<file path="src/shared/sector_map_pkg.sv">
// Constants for the sector map configuration detect block.
// Assumes a byte-wide discovery table read and a plain register port.
package sector_map_pkg;
  localparam int ADDR_W = 8;
  localparam int DATA_W = 8;
  // Descriptor fields
  localparam logic [7:0] DET_MASK = 8'h08;
  localparam logic [1:0] DET_ADDR_LEN_VAR = 2'h3;
  localparam logic [1:0] DET_RSVD_HI = 2'h3;
  localparam logic [3:0] DET_LAT_VAR = 4'hf;
  localparam logic [7:0] DET_OPCODE = 8'h65;
  localparam logic [5:0] DET_RSVD_LO = 6'h3f;
  localparam logic DET_IS_MAP = 1'b0;
  localparam logic DET_IS_END = 1'b0;
  localparam logic [31:0] DET1_ADDR = 32'h00000004;
  localparam logic [31:0] DET2_ADDR = 32'h04000004;
  // Table byte offsets (discovery relative)
  localparam logic [7:0] OFS_DET1_W0 = 8'h48;
  localparam logic [7:0] OFS_DET1_W1 = 8'h4c;
  localparam logic [7:0] OFS_DET2_W0 = 8'h50;
  localparam logic [7:0] OFS_DET2_W1 = 8'h54;
  // Own control/status registers
  localparam logic [7:0] OFS_CFG_LO = 8'h80;
  localparam logic [7:0] OFS_CFG_HI = 8'h81;
  localparam logic [7:0] OFS_MAP = 8'h82;
  localparam int ARCH_BIT = 3;
  localparam logic ARCH_HYBRID = 1'b0;
  localparam logic ARCH_UNIFORM = 1'b1;
  localparam logic [7:0] CFG_RESET = 8'h08;
  typedef enum logic [1:0] {
    MAP_BAD = 2'b00,
    MAP_BOTTOM = 2'b01,
    MAP_TOP = 2'b10,
    MAP_UNIFORM = 2'b11
  } map_idx_t;
endpackage

</file>
<file path="src/logic/sector_map_detect.sv">
// Sector map detect: discovery descriptors and per-die architecture bits.
// Assumes register port reads return data one cycle after the strobe.
`timescale 1ns/1ps
`default_nettype none
module sector_map_detect
  import sector_map_pkg::*;
(
  input wire logic I_REF_CLK,
  input wire logic I_ARST_N,
  input wire logic [sector_map_pkg::ADDR_W-1:0] I_ADDR,
  input wire logic [sector_map_pkg::DATA_W-1:0] I_WDATA,
  input wire logic I_WR,
  input wire logic I_RD,
  output logic [sector_map_pkg::DATA_W-1:0] O_RDATA,
  output logic [1:0] O_MAP_IDX,
  output logic O_MAP_ERR
);
  import sector_map_pkg::*;

  logic [7:0] cfg_lo_q;
  logic [7:0] cfg_lo_d;
  logic [7:0] cfg_hi_q;
  logic [7:0] cfg_hi_d;
  logic [7:0] rdata_q;
  logic [7:0] rdata_d;
  logic [1:0] idx_q;
  logic err_q;

  wire hit_d1 = (I_ADDR[7:3] == OFS_DET1_W0[7:3]);
  wire hit_d2 = (I_ADDR[7:3] == OFS_DET2_W0[7:3]);
  wire hit_lo = (I_ADDR == OFS_CFG_LO);
  wire hit_hi = (I_ADDR == OFS_CFG_HI);
  wire hit_map = (I_ADDR == OFS_MAP);
  wire [7:0] d1_byte;
  wire [7:0] d2_byte;
  wire lo_arch;
  wire hi_arch;
  wire [1:0] idx_d;
  wire bad_d;

  // Descriptor bytes, fields
  descriptor_word #(.ADDR_WORD(DET1_ADDR)) u_det1 (
    .i_sel(I_ADDR[2:0]),
    .o_byte(d1_byte)
  );
  descriptor_word #(.ADDR_WORD(DET2_ADDR)) u_det2 (
    .i_sel(I_ADDR[2:0]),
    .o_byte(d2_byte)
  );

  // Architecture bits of each die's config reg 3
  assign lo_arch = cfg_lo_q[ARCH_BIT];
  assign hi_arch = cfg_hi_q[ARCH_BIT];
  assign idx_d = {lo_arch, hi_arch};
  // Both hybrid would put small sectors in both dies
  assign bad_d = (idx_d == MAP_BAD);

  always_comb begin
    cfg_lo_d = cfg_lo_q;
    cfg_hi_d = cfg_hi_q;
    if (I_WR && hit_lo) begin
      cfg_lo_d = I_WDATA;
    end
    if (I_WR && hit_hi) begin
      cfg_hi_d = I_WDATA;
    end
  end

  always_comb begin
    rdata_d = 8'h00;
    if (I_RD) begin
      if (hit_d1) begin
        rdata_d = d1_byte;
      end else if (hit_d2) begin
        rdata_d = d2_byte;
      end else if (hit_lo) begin
        rdata_d = cfg_lo_q;
      end else if (hit_hi) begin
        rdata_d = cfg_hi_q;
      end else if (hit_map) begin
        rdata_d = {5'h00, err_q, idx_q};
      end
    end
  end

  always_ff @(posedge I_REF_CLK or negedge I_ARST_N) begin
    if (!I_ARST_N) begin
      cfg_lo_q <= CFG_RESET;
      cfg_hi_q <= CFG_RESET;
      rdata_q <= 8'h00;
      idx_q <= MAP_UNIFORM;
      err_q <= 1'b0;
    end else begin
      cfg_lo_q <= cfg_lo_d;
      cfg_hi_q <= cfg_hi_d;
      rdata_q <= rdata_d;
      idx_q <= idx_d;
      err_q <= bad_d;
    end
  end

  assign O_RDATA = rdata_q;
  assign O_MAP_IDX = idx_q;
  assign O_MAP_ERR = err_q;
endmodule
`default_nettype wire

</file>
<file path="src/logic/descriptor_word.sv">
// One detection descriptor as eight readable bytes.
// Assumes a byte select from the parent; pure combinational.
`timescale 1ns/1ps
`default_nettype none
module descriptor_word
  import sector_map_pkg::*;
#(
  parameter logic [31:0] ADDR_WORD = 32'h0
) (
  input wire logic [2:0] i_sel,
  output logic [7:0] o_byte
);
  import sector_map_pkg::*;
  logic [31:0] cmd_word;
  logic [63:0] both_words;
  assign cmd_word = {DET_MASK, DET_ADDR_LEN_VAR, DET_RSVD_HI, DET_LAT_VAR,
                     DET_OPCODE, DET_RSVD_LO, DET_IS_MAP, DET_IS_END};
  assign both_words = {ADDR_WORD, cmd_word};
  assign o_byte = both_words[{i_sel, 3'h0} +: 8];
endmodule
`default_nettype wire

</file>
<file path="config.mk">
export PLATFORM = sky130hd
export DESIGN_NAME = sector_map_detect
export DESIGN_NICKNAME = d
export VERILOG_FILES = /design/src/shared/sector_map_pkg.sv /design/src/logic/sector_map_detect.sv /design/src/logic/descriptor_word.sv
export SDC_FILE = /design/constraint.sdc
export NUM_CORES = 1
export LEC_CHECK = 0
export BUFFER_PORTS_ARGS = -buffer_cell sky130_fd_sc_hd__buf_2
export CELL_PAD_IN_SITES_DETAIL_PLACEMENT = 1
export CELL_PAD_IN_SITES_GLOBAL_PLACEMENT = 1
export CORE_ASPECT_RATIO = 0.8
export CORE_UTILIZATION = 42
export CTS_BUF_LIST = sky130_fd_sc_hd__clkbuf_16
export DETAILED_ROUTE_END_ITERATION = 10
export GPL_TIMING_DRIVEN = 0
export PLACE_DENSITY = 0.82
export SKIP_CTS_REPAIR_TIMING = 1
export SYNTH_ARGS = -nofsm -noshare
export SYNTH_HDL_FRONTEND = slang
export SYNTH_HIERARCHICAL = 1
export SYNTH_SLANG_ARGS = --single-unit
</file>
<file path="constraint.sdc">
create_clock -name I_REF_CLK -period 1.2 [get_ports I_REF_CLK]
set_input_delay 0.18 -clock I_REF_CLK [delete_from_list [all_inputs] [get_ports I_REF_CLK]]
set_output_delay 0.18 -clock I_REF_CLK [all_outputs]
set_load 0.03 [all_outputs]
</file>
# [Yosys cells after proc, flatten, opt, wreduce, memory -nomap -nowiden]
# Index checks and enable logic that the tools add are counted.
[word_totals] register_bits=27 elab_cells=21
[op_classes] n_eq_ne=5 shifts=2 n_mux=6 n_reduce_logical=3
[op_table] cell="64-bit by 7-bit indexed part select with 8-bit output, first input constant" count=2
[op_table] cell="8-bit two-way mux" count=5
[op_table] cell="8-bit equality test, second input constant" count=3
[op_table] cell="5-bit by 4-bit equality test with 1-bit output, second input constant" count=2
[op_table] cell="3-bit two-way mux" count=1
[op_table] cell="1-bit logical AND" count=2
[op_table] cell="2-bit logical NOT" count=1

# [Longest topological paths before layout]
# Gate-level depths: netlist (run 1).
[logic_depth] depth_word=7 depth_mapped=7 mapped_depth_nobuf=6

# [Modules after synthesis]
# Netlist (run 1), hierarchy kept.
[by_module_without_submodules] module="sector_map_detect" n_inst=1 cells_per_inst=105 area_each_um2=1288.7
[by_module_without_submodules] module="descriptor_word at u_det2" n_inst=1 cells_per_inst=14 area_each_um2=112.6
[by_module_without_submodules] module="descriptor_word at u_det1" n_inst=1 cells_per_inst=15 area_each_um2=110.1

# [Worst setup path before layout (run 1)]
# OpenSTA, ideal clock, no wires.
[synth_path] path_type="input port to flip-flop" start="input I_ADDR[5] (netlist bit)" end="register rdata_q[3], in the netlist O_RDATA[3]" setup_time_ns=0.120 t_arrival_ns=1.393 t_required_ns=1.080 path_slack_ns=-0.313 stages=5 path_buffers=2 path_cell_list="or3b_1 > buf_6 > or3b_4 > buf_6 > o211a_1"
[synth_via] elab_chain_len=6 word_cells_on_any_way=9 cone_classes="eq/ne: 4; mux: 5"
[synth_rtl] item="start: declaration" line_no="sector_map_detect.sv:10" rtl="input wire logic [sector_map_pkg::ADDR_W-1:0] I_ADDR,"
[synth_rtl] item="8-bit equality test" line_no="sector_map_detect.sv:32" rtl="wire hit_hi = (I_ADDR == OFS_CFG_HI);"
[synth_rtl] item="8-bit two-way mux" line_no="sector_map_detect.sv:78" rtl="end else if (hit_hi) begin"
[synth_rtl] item="8-bit two-way mux" line_no="sector_map_detect.sv:76" rtl="end else if (hit_lo) begin"
[synth_rtl] item="8-bit two-way mux" line_no="sector_map_detect.sv:74" rtl="end else if (hit_d2) begin"
[synth_rtl] item="8-bit two-way mux *" line_no="sector_map_detect.sv:72" rtl="if (hit_d1) begin"
[synth_rtl] item="8-bit two-way mux *" line_no="sector_map_detect.sv:71" rtl="if (I_RD) begin"
[synth_rtl] item="net rdata_d[3]" line_no="sector_map_detect.sv:25" rtl="logic [7:0] rdata_d;"
[synth_rtl] item="end signal: assignment" line_no="sector_map_detect.sv:96" rtl="rdata_q <= rdata_d;"
[synth_rtl] item="end: declaration" line_no="sector_map_detect.sv:24" rtl="logic [7:0] rdata_q;"
# The timed path passes the listed nets; every way through them passes the cells marked *.
# A chain may end at the register's enable or synchronous reset.

# [Final worst setup path (run 1)]
[layout_path] start="input I_ADDR[7] (netlist bit)" end="register rdata_q[5], in the netlist O_RDATA[5]"
# The elaborated chain is that of the path after synthesis.

==> summary.md, run 1 <==
| Metric | Value |
|---|---|
| Worst-skew pair later-pin latency | `0.26 ns` |
| Die ar. | `3844 um^2` |
| Root Driver | `clkbuf_16` |
| Synth area leaders | `dfrtp_1 38%, mux2_2 8.9%, dfstp_2 7.0%` |
| Top Ports | `31` |
| CTS Sinks | `27` |
| Asr flop ratio synth | `100.0%` |
| Sequential share of the synthesized area | `45.03%` |
| EDFF count, synth | `0` |
| Max-slew violations | `0` |
| Setup violators final | `8` |
| Post-synthesis cell type count | `31` |
| Failing checks | `negative setup slack` |
| Unrepaired setup endpoints after global routing | `true` |
| Synth top cells by count | `23 x dfrtp_1, 12 x mux2_2, 12 x nor2_1, 9 x mux2i_1` |
| Synth Net Count | `about 160` |
| Util after Layout | `56.51%` |
| CP max FO | `7` |
| F_max | `757.2 MHz` |
| WP depth | `5` |
| Startpoint Class | `input port` |
| Die height | `between 50 and 60 um` |
| Worst setup margin | `-0.1207 ns` |
| Nets | `201` |
| PwrDens | `between 1000 and 1500 nW/um^2` |
| WS Path Type | `in2reg` |
| Top-count cell post-synth | `dfrtp_1` |
| Share of cells above drive strength 1 | `41.86%` |
| CP Data Required Time | `between 1 and 1.5 ns` |
| Crit path DAT | `between 1 and 1.5 ns` |
| Final hold vios | `0` |
| Run status | `complete, but fails checks` |
| Clock Path Buffers | `2` |
| Slew @ Worst Pin | `~0.6 ns` |
| Slew HR | `60.15%` |
| Synthesized flop and latch total | `27` |
| Initial core utilization | `44.15%` |
| GR Util All Layers | `around a fifth` |
| CP Cell Sequence | `buf_6 > or3b_4 > buf_6 > or3b_4 > o211a_1` |
| Layout area overhead | `27.98%` |
| Final setup skew | `between 0.002 and 0.003 ns` |
| Synth Cell Area | `around 1500 um^2` |
| Port Buffers | `30` |
| Maximum level of the CTS H-tree | `1` |
| Syn avg cell area | `11.28 um^2` |
| Routed Antenna Nets | `0` |
| Post-DP HPWL | `about 2800 um` |
| Area of the core | `3423 um^2` |
| Initial antenna violation count | `0` |
| Min-Delay Path Depth | `2` |
| Yosys warning count | `6` |
| Cts bufs inserted | `3` |
| Worst stage delay on the critical path | `about 0.43 ns` |
| Max-capacitance violation count | `0` |
| Row count | `19` |
| Period utilization | `110.1%` |
| Synth top area share | `38.08%` |
| Slowest-stage cell, CP | `or3b_4` |
| Hold Path Class | `in2reg` |
| Worst path top cell family by delay | `simple AND/OR/NAND/NOR gates` |
| Pin count of the biggest net entering global routing | `28` |
| Crit. End Element | `flop` |
| Worst VDD drop | `920.5 uV` |
| Cells after synthesis | `134` |
| Routability congestion estimate | `between 0.8 and 0.9` |
| Pre-CTS setup slack | `-0.5681 ns` |
| DRC | `0` |
| DR vias | `between 1k and 1.5k` |
| Vias in the first global route | `roughly 1.3k` |
| Leakage Power | `~1 nW` |
| Routed len/inst | `between 15 and 20 um` |
| Crit path buffers/inverters | `2` |
| WL final | `3789 um` |
| N_diodes | `0` |
| Global-route wire length before repair | `around 6300 um` |
| Worst-path clk slew | `0.07 ns` |
| Placed cell area | `1755 um^2` |
| Power, Total | `approximately 2 mW` |
| TritonCTS clock tree | `done` |
| Detailed Route Iter0 Violations | `between 40 and 50` |
| Ys flop type | `dfrtp_1` |
| Gr ovfl total | `0` |
| R2R depth | `3` |
| First-pass DRT Iterations | `4` |
| Via density | `approximately 5.5` |
| Tmin final | `about 1.3 ns` |
| Synth area leader | `dfrtp_1` |
| Die X | `69.07 um` |
| Final instance area | `between 1500 and 2000 um^2` |
cell usage in the layout, fill, tap and decap left out, drive strengths merged, types with 6 or more instances in the layout:
cell,synthesis,final
buf,7,39
clkbuf,2,6
nor2,13,13
mux2i,9,9
mux2,16,16
a21oi,8,8
dfrtp,23,23
ha,8,8
o21ai,6,6
per-layer routing:
layer | share of wire [%] | vias to the layer above | global-route usage (%)
li1 | - | 547 | -
met1 | 43 | 580 | 25.89
met2 | 52 | 38 | 36.89
met3 | 4.9 | 2 | 5.797
met4 | 0.55 | 0 | 4.082
met5 | 0 | - | 0
flip-flops by register name (all words and copies together), names as in the netlist:
name / flops
O_MAP_ERR: 1
O_RDATA: 8
O_MAP_IDX: 2
cfg_lo_q: 8
cfg_hi_q: 8
final cells by class:
type | instances | area, um^2
fillers | 378 | 1489
multi-input cells | 94 | 810.8
flip-flops and latches | 27 | 680.7
repair buffers | 35 | 240.2
clock buffers | 3 | 75.07
plain buffers | 8 | 56.30
well taps | 42 | 52.55
inverters | 4 | 15.01
clock inverters | 1 | 3.754
power by group:
part	switching, mW	total, mW	internal, mW
Combinational	0.168	0.314	0.146
Clock	0.299	0.745	0.446
Sequential	0.0209	0.971	0.950
Total	0.488	2.03	1.54
cells by family (layout without fill, tap and decap cells):
kind of cell,count (synthesis),count (layout),share of synthesized area [%]
adders and majority gates,8,8,6.623
muxes,25,25,17.88
AOI/OAI and AO/OA,28,28,12.00
and+or+nand+nor,33,33,13.16
buffers and inverters,13,51,5.298
DFF,27,27,45.03
worst register-to-register path: stages, from the launching register on:
cell,delay [ns]
dfstp_2,0.55
mux2i_1,0.10
o22ai_1,0.19
o211a_1,0.18
through the flow:
step	std cells	hold slack (ns)	setup TNS, ns
after floorplan	134	-0.1156	-3.494
after global placement	206	0.2101	-11.63
after detailed placement	206	0.2301	-12.18
after CTS	210	-0.05064	-5.881
after global routing	214	0.1640	-1.057
final	214	0.1655	-0.7405
final timing paths:
check	start	to	slack (ns)
max	I_ADDR[7]	O_RDATA[5]	-0.12
min in group asynchronous	I_ARST_N	O_RDATA[5]	0.46
max in group asynchronous	I_ARST_N	cfg_hi_q[1]	0.35
max reg2reg	cfg_hi_q[3]	O_RDATA[3]	0.11
min reg2reg	cfg_hi_q[3]	O_MAP_IDX[0]	0.39
min	I_WDATA[2]	cfg_hi_q[2]	0.17
(Power assumes the default switching activity.)
==> run 2, diff against run 1 <==
--- a/config.mk
+++ b/config.mk
@@ -8,7 +8,6 @@
 export BUFFER_PORTS_ARGS = -buffer_cell sky130_fd_sc_hd__buf_2
 export CELL_PAD_IN_SITES_DETAIL_PLACEMENT = 1
 export CELL_PAD_IN_SITES_GLOBAL_PLACEMENT = 1
-export CORE_ASPECT_RATIO = 0.8
 export CORE_UTILIZATION = 42
 export CTS_BUF_LIST = sky130_fd_sc_hd__clkbuf_16
 export DETAILED_ROUTE_END_ITERATION = 10
==> run 2 against run 1 <==
The run still ends with negative setup slack left. Sequential cell count did not move. Worst setup slack got worse by 0.053 ns. Wire length rose by 8.7%. Die area barely moved. Non-clock buffer count rose by 4. Sequential power barely moved. Sequential share of layout area fell by 1.1 points. Largest power group unchanged.
==> summary.md, run 2 (synthesis gave the netlist of run 1 again) <==
| Metric | Value |
|---|---|
| PwrDens | `1043 nW/um^2 (-0.64%)` |
| CP Cell Sequence | `buf_8 > or3b_4 > buf_6 > or3b_4 > o21ai_2 > o31ai_1` |
| Die height | `61.99 um (+11%)` |
| Layout area overhead | `32.12%` |
| Die X | `61.99 um (-10%)` |
| Worst VDD drop | `992.6 uV (+7.8%)` |
| TritonCTS clock tree | `done` |
| Detailed Route Iter0 Violations | `30 (-27%)` |
| Pin count of the biggest net entering global routing | `28 (unchanged)` |
| Hold wc startpoint | `I_WDATA[3]` |
| Failing checks | `negative setup slack` |
| CP Data Required Time | `1.33 ns (about the same)` |
| CTS Sinks | `27 (unchanged)` |
| Die ar. | `3843 um^2 (about the same)` |
| Slowest-stage cell, CP | `or3b_4` |
| CP max FO | `7 (unchanged)` |
| Period utilization | `114.4% (+4.4 points)` |
| DR vias | `1193 (+2.2%)` |
| First-pass DRT Iterations | `5 (+1)` |
| F_max | `728.1 MHz (-3.8%)` |
| WS Path Type | `in2reg` |
| Area of the core | `3390 um^2 (-0.99%)` |
| R2r startpoint | `cfg_hi_q[1]` |
| Startpoint Class | `input port` |
| Vias in the first global route | `1252 (-2.8%)` |
| Run status | `complete, but fails checks` |
| Routability congestion estimate | `0.7957 (-8.9%)` |
| Most frequent cells in the layout | `24 x buf_2, 23 x dfrtp_1, 11 x nor2_1, 11 x buf_4, 9 x mux2i_1` |
| Nets | `205 (+2.0%)` |
| Share of cells above drive strength 1 | `45.45% (+3.6 points)` |
| GR Util All Layers | `22.26% (+1.3 points)` |
| Pre-CTS setup slack | `-0.5981 ns (-0.02994 ns)` |
| Slew @ Worst Pin | `0.6125 ns (+0.01481 ns)` |
| CP dominant cell by count | `or3b_4` |
| DRC | `0 (unchanged)` |
| Clock Path Buffers | `2 (unchanged)` |
| Final setup skew | `0.003107 ns (+0.0002781 ns)` |
| Worst-skew pair later-pin latency | `0.26 ns (about the same)` |
| Most common cell after layout, fill and taps aside | `buf_2` |
| CP startpoint | `I_ADDR[5]` |
| Setup violators final | `16 (+8)` |
| Row count | `21 (+2)` |
| Max-slew violations | `0 (unchanged)` |
| Maximum level of the CTS H-tree | `1 (unchanged)` |
| N_diodes | `0 (unchanged)` |
| Worst stage delay on the critical path | `0.45 ns (+0.02 ns)` |
| Routed Antenna Nets | `0 (unchanged)` |
| WL final | `4120 um (+8.7%)` |
| Final hold vios | `0 (unchanged)` |
| Via density | `5.374 (-1.5%)` |
| Post-DP HPWL | `2671 um (-4.9%)` |
| Gr ovfl total | `0 (unchanged)` |
| Root Driver | `clkbuf_16` |
| Util after Layout | `58.91% (+2.4 points)` |
| Unrepaired setup endpoints after global routing | `true` |
| Final Hold Slack | `0.1608 ns (-0.004611 ns)` |
| Crit path DAT | `1.50 ns (+0.04 ns)` |
| Worst-path clk slew | `0.07 ns (about the same)` |
| Top Ports | `31 (unchanged)` |
| Port Buffers | `30 (unchanged)` |
| Worst setup margin | `-0.1734 ns (-0.05273 ns)` |
| Initial antenna violation count | `0 (unchanged)` |
| Global-route wire length before repair | `6030 um (-4.7%)` |
| Crit. End Element | `flop` |
| Slew HR | `59.16% (-0.99 points)` |
| Hold Path Class | `in2reg` |
| Leakage Power | `1.028 nW (+2.4%)` |
| Initial core utilization | `44.59% (+0.44 points)` |
| Routed len/inst | `18.56 um (+4.8%)` |
| Power, Total | `2.083 mW (+2.6%)` |
| Tmin final | `1.373 ns (+0.05273 ns)` |
| Cts bufs inserted | `3 (unchanged)` |
| Max-capacitance violation count | `0 (unchanged)` |
[run 2: critical path: cells and delay by family]
kind                   cells  cell delay, ns
AOI/OAI and AO/OA          2            0.26
buffers and inverters      2            0.23
and+or+nand+nor            2            0.84
[run 2: area by class of cell]
type                    count  area, um^2
flip-flops and latches     27       680.7
plain buffers               8       56.30
fillers                   368        1393
clock buffers               3       75.07
inverters                   4       15.01
repair buffers             39       274.0
clock inverters             1       8.758
well taps                  46       57.56
multi-input cells          94       829.5
[run 2: per-stage QoR]
step           cells  area [um^2]  TNS (ns)
6_report         222         1997    -1.387
5_1_grt          222         1997    -1.879
4_1_cts          214         1844    -5.685
3_5_place_dp     210         1760    -12.08
3_3_place_gp     210         1760    -11.12
2_1_floorplan    134         1553    -3.494
[run 2: routing by layer]
layer	vias to the layer above	global-route usage [%]	wire (um)
met1	583	26.67	1671
met5	-	0	0
met3	10	5.797	233
met2	46	40.58	2122
met4	0	3.492	93
li1	554	-	-
[run 2: where the power goes]
| part | leakage [nW] | internal (mW) | switching, mW |
|---|---|---|---|
| combinational | 0.632 | 0.155 | 0.182 |
| sequential | 0.355 | 0.950 | 0.0204 |
| clock | 0.0415 | 0.460 | 0.315 |
| total | 1.03 | 1.57 | 0.518 |
[run 2: worst paths after layout]
path	end	slack, ns	cells after the start
worst max-delay path	O_RDATA[2]	-0.17	6
worst min-delay path	cfg_hi_q[3]	0.16	2
worst max register to register	O_RDATA[1]	-0.03	4
worst min register to register	O_MAP_IDX[1]	0.39	0
max in group asynchronous	O_RDATA[6]	0.33	2
min in group asynchronous	O_RDATA[0]	0.46	2
==> run 3, diff against run 2 <==
--- a/config.mk
+++ b/config.mk
@@ -12,8 +12,9 @@
 export CTS_BUF_LIST = sky130_fd_sc_hd__clkbuf_16
 export DETAILED_ROUTE_END_ITERATION = 10
 export GPL_TIMING_DRIVEN = 0
-export PLACE_DENSITY = 0.82
+export PLACE_DENSITY_LB_ADDON = 0.1
 export SKIP_CTS_REPAIR_TIMING = 1
+export SKIP_LAST_GASP = 1
 export SYNTH_ARGS = -nofsm -noshare
 export SYNTH_HDL_FRONTEND = slang
 export SYNTH_HIERARCHICAL = 1
==> run 3 against run 2 <==
The flow still finishes with violations (negative setup slack). Non-clock buffer count decreased by 1. Fmax increased by 4.7%. Global-route usage decreased by 3.1 points. Sequential power about the same. Via count decreased by 2.4%. Utilization decreased by 0.48 points. Clock power decreased by 3.2%. Critical path depth unchanged. First-iteration DRC count decreased by 23%. Wire length decreased by 13%. Sequential share of layout area increased by 0.28 points. Critical path type unchanged.
==> summary.md, run 3 (synthesis gave the netlist of run 1 again) <==
| Metric | Value |
|---|---|
| Run status | `complete, but fails checks` |
| Row count | `21 (unchanged)` |
| Leakage Power | `1.026 nW (-0.21%)` |
| Worst Hold End | `cfg_hi_q[4]` |
| Routability congestion estimate | `0.7624 (-4.2%)` |
| Slew @ Worst Pin | `0.6034 ns (-0.009093 ns)` |
| PwrDens | `1030 nW/um^2 (-1.2%)` |
| Power, Total | `2.040 mW (-2.0%)` |
| Min-Delay Path Depth | `2 (unchanged)` |
| Failing checks | `negative setup slack` |
| Startpoint Class | `input port` |
| CP Data Required Time | `1.33 ns (about the same)` |
| DRC | `0 (unchanged)` |
| M1 GR Usage | `26.67% (unchanged)` |
| N_diodes | `0 (unchanged)` |
| Initial antenna violation count | `0 (unchanged)` |
| R2R Path End | `O_RDATA[2]` |
| Busiest grt layer | `met2` |
| Routed len/inst | `16.28 um (-12%)` |
| Unrepaired setup endpoints after global routing | `true` |
| DR vias | `1164 (-2.4%)` |
| Met3 GRT Util | `3.106% (-2.7 points)` |
| CTS Sinks | `27 (unchanged)` |
| Pre-CTS setup slack | `-0.6373 ns (-0.03920 ns)` |
| R2r startpoint | `cfg_hi_q[2]` |
| Crit path buffers/inverters | `2 (unchanged)` |
| Crit path DAT | `1.44 ns (-0.06 ns)` |
| Power Internal | `1.550 mW (-0.99%)` |
| Initial core utilization | `44.59% (unchanged)` |
| Met2 GRT Util | `31.00% (-9.6 points)` |
| Area of the core | `3390 um^2 (unchanged)` |
| Global-route wire length before repair | `5202 um (-14%)` |
| Clock power share | `36.8% (-0.4 points)` |
| R2R depth | `4 (unchanged)` |
| Slowest-stage cell, CP | `or3b_4` |
| Final Hold Slack | `0.1615 ns (+0.0006700 ns)` |
| WL final | `3597 um (-13%)` |
| CP max FO | `7 (unchanged)` |
| Setup violators final | `22 (+6)` |
| Hold Path Class | `in2reg` |
| Top Ports | `31 (unchanged)` |
| Reg power frac | `47.5% (+0.9 points)` |
| Worst path top cell family by delay | `simple AND/OR/NAND/NOR gates` |
| Routed Antenna Nets | `0 (unchanged)` |
| Hold wc startpoint | `I_WDATA[4]` |
| Max-capacitance violation count | `0 (unchanged)` |
| Sw Pwr | `0.4909 mW (-5.1%)` |
| Via density | `5.267 (-2.0%)` |
| Final setup skew | `0.002324 ns (-0.0007826 ns)` |
| Layout area overhead | `31.04%` |
| Share of cells above drive strength 1 | `44.57% (-0.88 points)` |
| Final hold vios | `0 (unchanged)` |
| Sw frac | `24.06% (-0.79 points)` |
| Die X | `61.99 um (unchanged)` |
| Post-DP HPWL | `2560 um (-4.2%)` |
| First-pass DRT Iterations | `4 (-1)` |
| WS Path Type | `in2reg` |
| Worst setup margin | `-0.1113 ns (+0.06213 ns)` |
| TritonCTS clock tree | `done` |
| Root Driver | `clkbuf_16` |
| Most common cell after layout, fill and taps aside | `buf_2` |
| Worst-skew pair later-pin latency | `0.26 ns (about the same)` |
| Period utilization | `109.3% (-5.2 points)` |
| Detailed Route Iter0 Violations | `23 (-23%)` |
| Worst VDD drop | `766.5 uV (-23%)` |
| Die height | `61.99 um (unchanged)` |
| Worst stage delay on the critical path | `0.43 ns (-0.02 ns)` |
| Clock Path Buffers | `2 (unchanged)` |
| Most frequent cells in the layout | `24 x buf_2, 23 x dfrtp_1, 12 x nor2_1` |
| Vias in the first global route | `1061 (-15%)` |
| Cts bufs inserted | `3 (unchanged)` |
| Slew HR | `59.77% (+0.61 points)` |
| Max-slew violations | `0 (unchanged)` |
| Tmin final | `1.311 ns (-0.06213 ns)` |
| Worst-path clk slew | `0.07 ns (about the same)` |
| GR Util All Layers | `19.12% (-3.1 points)` |
| Die ar. | `3843 um^2 (unchanged)` |
| Maximum level of the CTS H-tree | `1 (unchanged)` |
| Crit. End Element | `flop` |
| Pin count of the biggest net entering global routing | `28 (unchanged)` |
| Nets | `204 (-0.49%)` |
| Gr ovfl total | `0 (unchanged)` |
| R2R Setup Slk | `0.03 ns (+0.06 ns)` |
| Port Buffers | `30 (unchanged)` |
| CP Cell Sequence | `buf_6 > or3b_4 > buf_6 > or3b_4 > o21ai_2 > o31ai_2` |
| Fill count | `350 (-4.9%)` |
| Combinational share of power | `15.7% (-0.5 points)` |
| F_max | `762.6 MHz (+4.7%)` |
run 3: metrics by stage:
| stage | area (um^2) | utilization (%) | TNS [ns] | instances |
|---|---|---|---|---|
| floorplan | 1553 | - | -3.494 | 134 |
| global placement | 1760 | 51.94 | -11.90 | 210 |
| detailed placement | 1760 | 51.94 | -12.61 | 210 |
| CTS | 1841 | 54.30 | -6.027 | 214 |
| global route | 1981 | 58.43 | -2.047 | 221 |
| finish | 1981 | 58.43 | -1.302 | 221 |
run 3: power by group through the flow:
stage | Clock, mW | Sequential [mW] | Combinational [mW]
2_1_floorplan | 0 | 1.00 | 0.149
3_3_place_gp | 0 | 0.983 | 0.277
3_5_place_dp | 0 | 0.987 | 0.289
4_1_cts | 0.778 | 0.970 | 0.291
5_1_grt | 0.807 | 0.974 | 0.351
6_report | 0.750 | 0.970 | 0.320
run 3: worst max path at each step:
stage               cells past startpoint          end       from
floorplan                               5   O_RDATA[3]  I_ADDR[7]
global placement                        4  cfg_lo_q[1]  I_ADDR[2]
detailed placement                      4  cfg_lo_q[1]  I_ADDR[2]
CTS                                     4  cfg_lo_q[1]  I_ADDR[2]
global route                            6   O_RDATA[1]  I_ADDR[7]
finish                                  6   O_RDATA[2]  I_ADDR[7]
run 3: metal layers:
layer,routed length (um),vias up
met3,98,4
met5,0,-
met2,1891,23
li1,-,551
met4,29,0
met1,1578,586
run 3: final cells by class:
type | count | area (um^2) | share of cell area, %
inverters | 4 | 15.01 | 0.7581
clock inverters | 1 | 5.005 | 0.2527
clock buffers | 3 | 75.07 | 3.790
multi-input cells | 94 | 824.5 | 41.63
well taps | 46 | 57.56 | 2.906
flip-flops and latches | 27 | 680.7 | 34.37
plain buffers | 8 | 56.30 | 2.843
repair buffers | 38 | 266.5 | 13.46
run 3: worst register-to-register path: cells and delay by family, from the launching register on:
kind | cells | cell delay (ns)
AO/OA/AOI/OAI | 2 | 0.40
flip-flops | 1 | 0.38
multiplexers | 1 | 0.20
AND/OR/NAND/NOR | 1 | 0.07
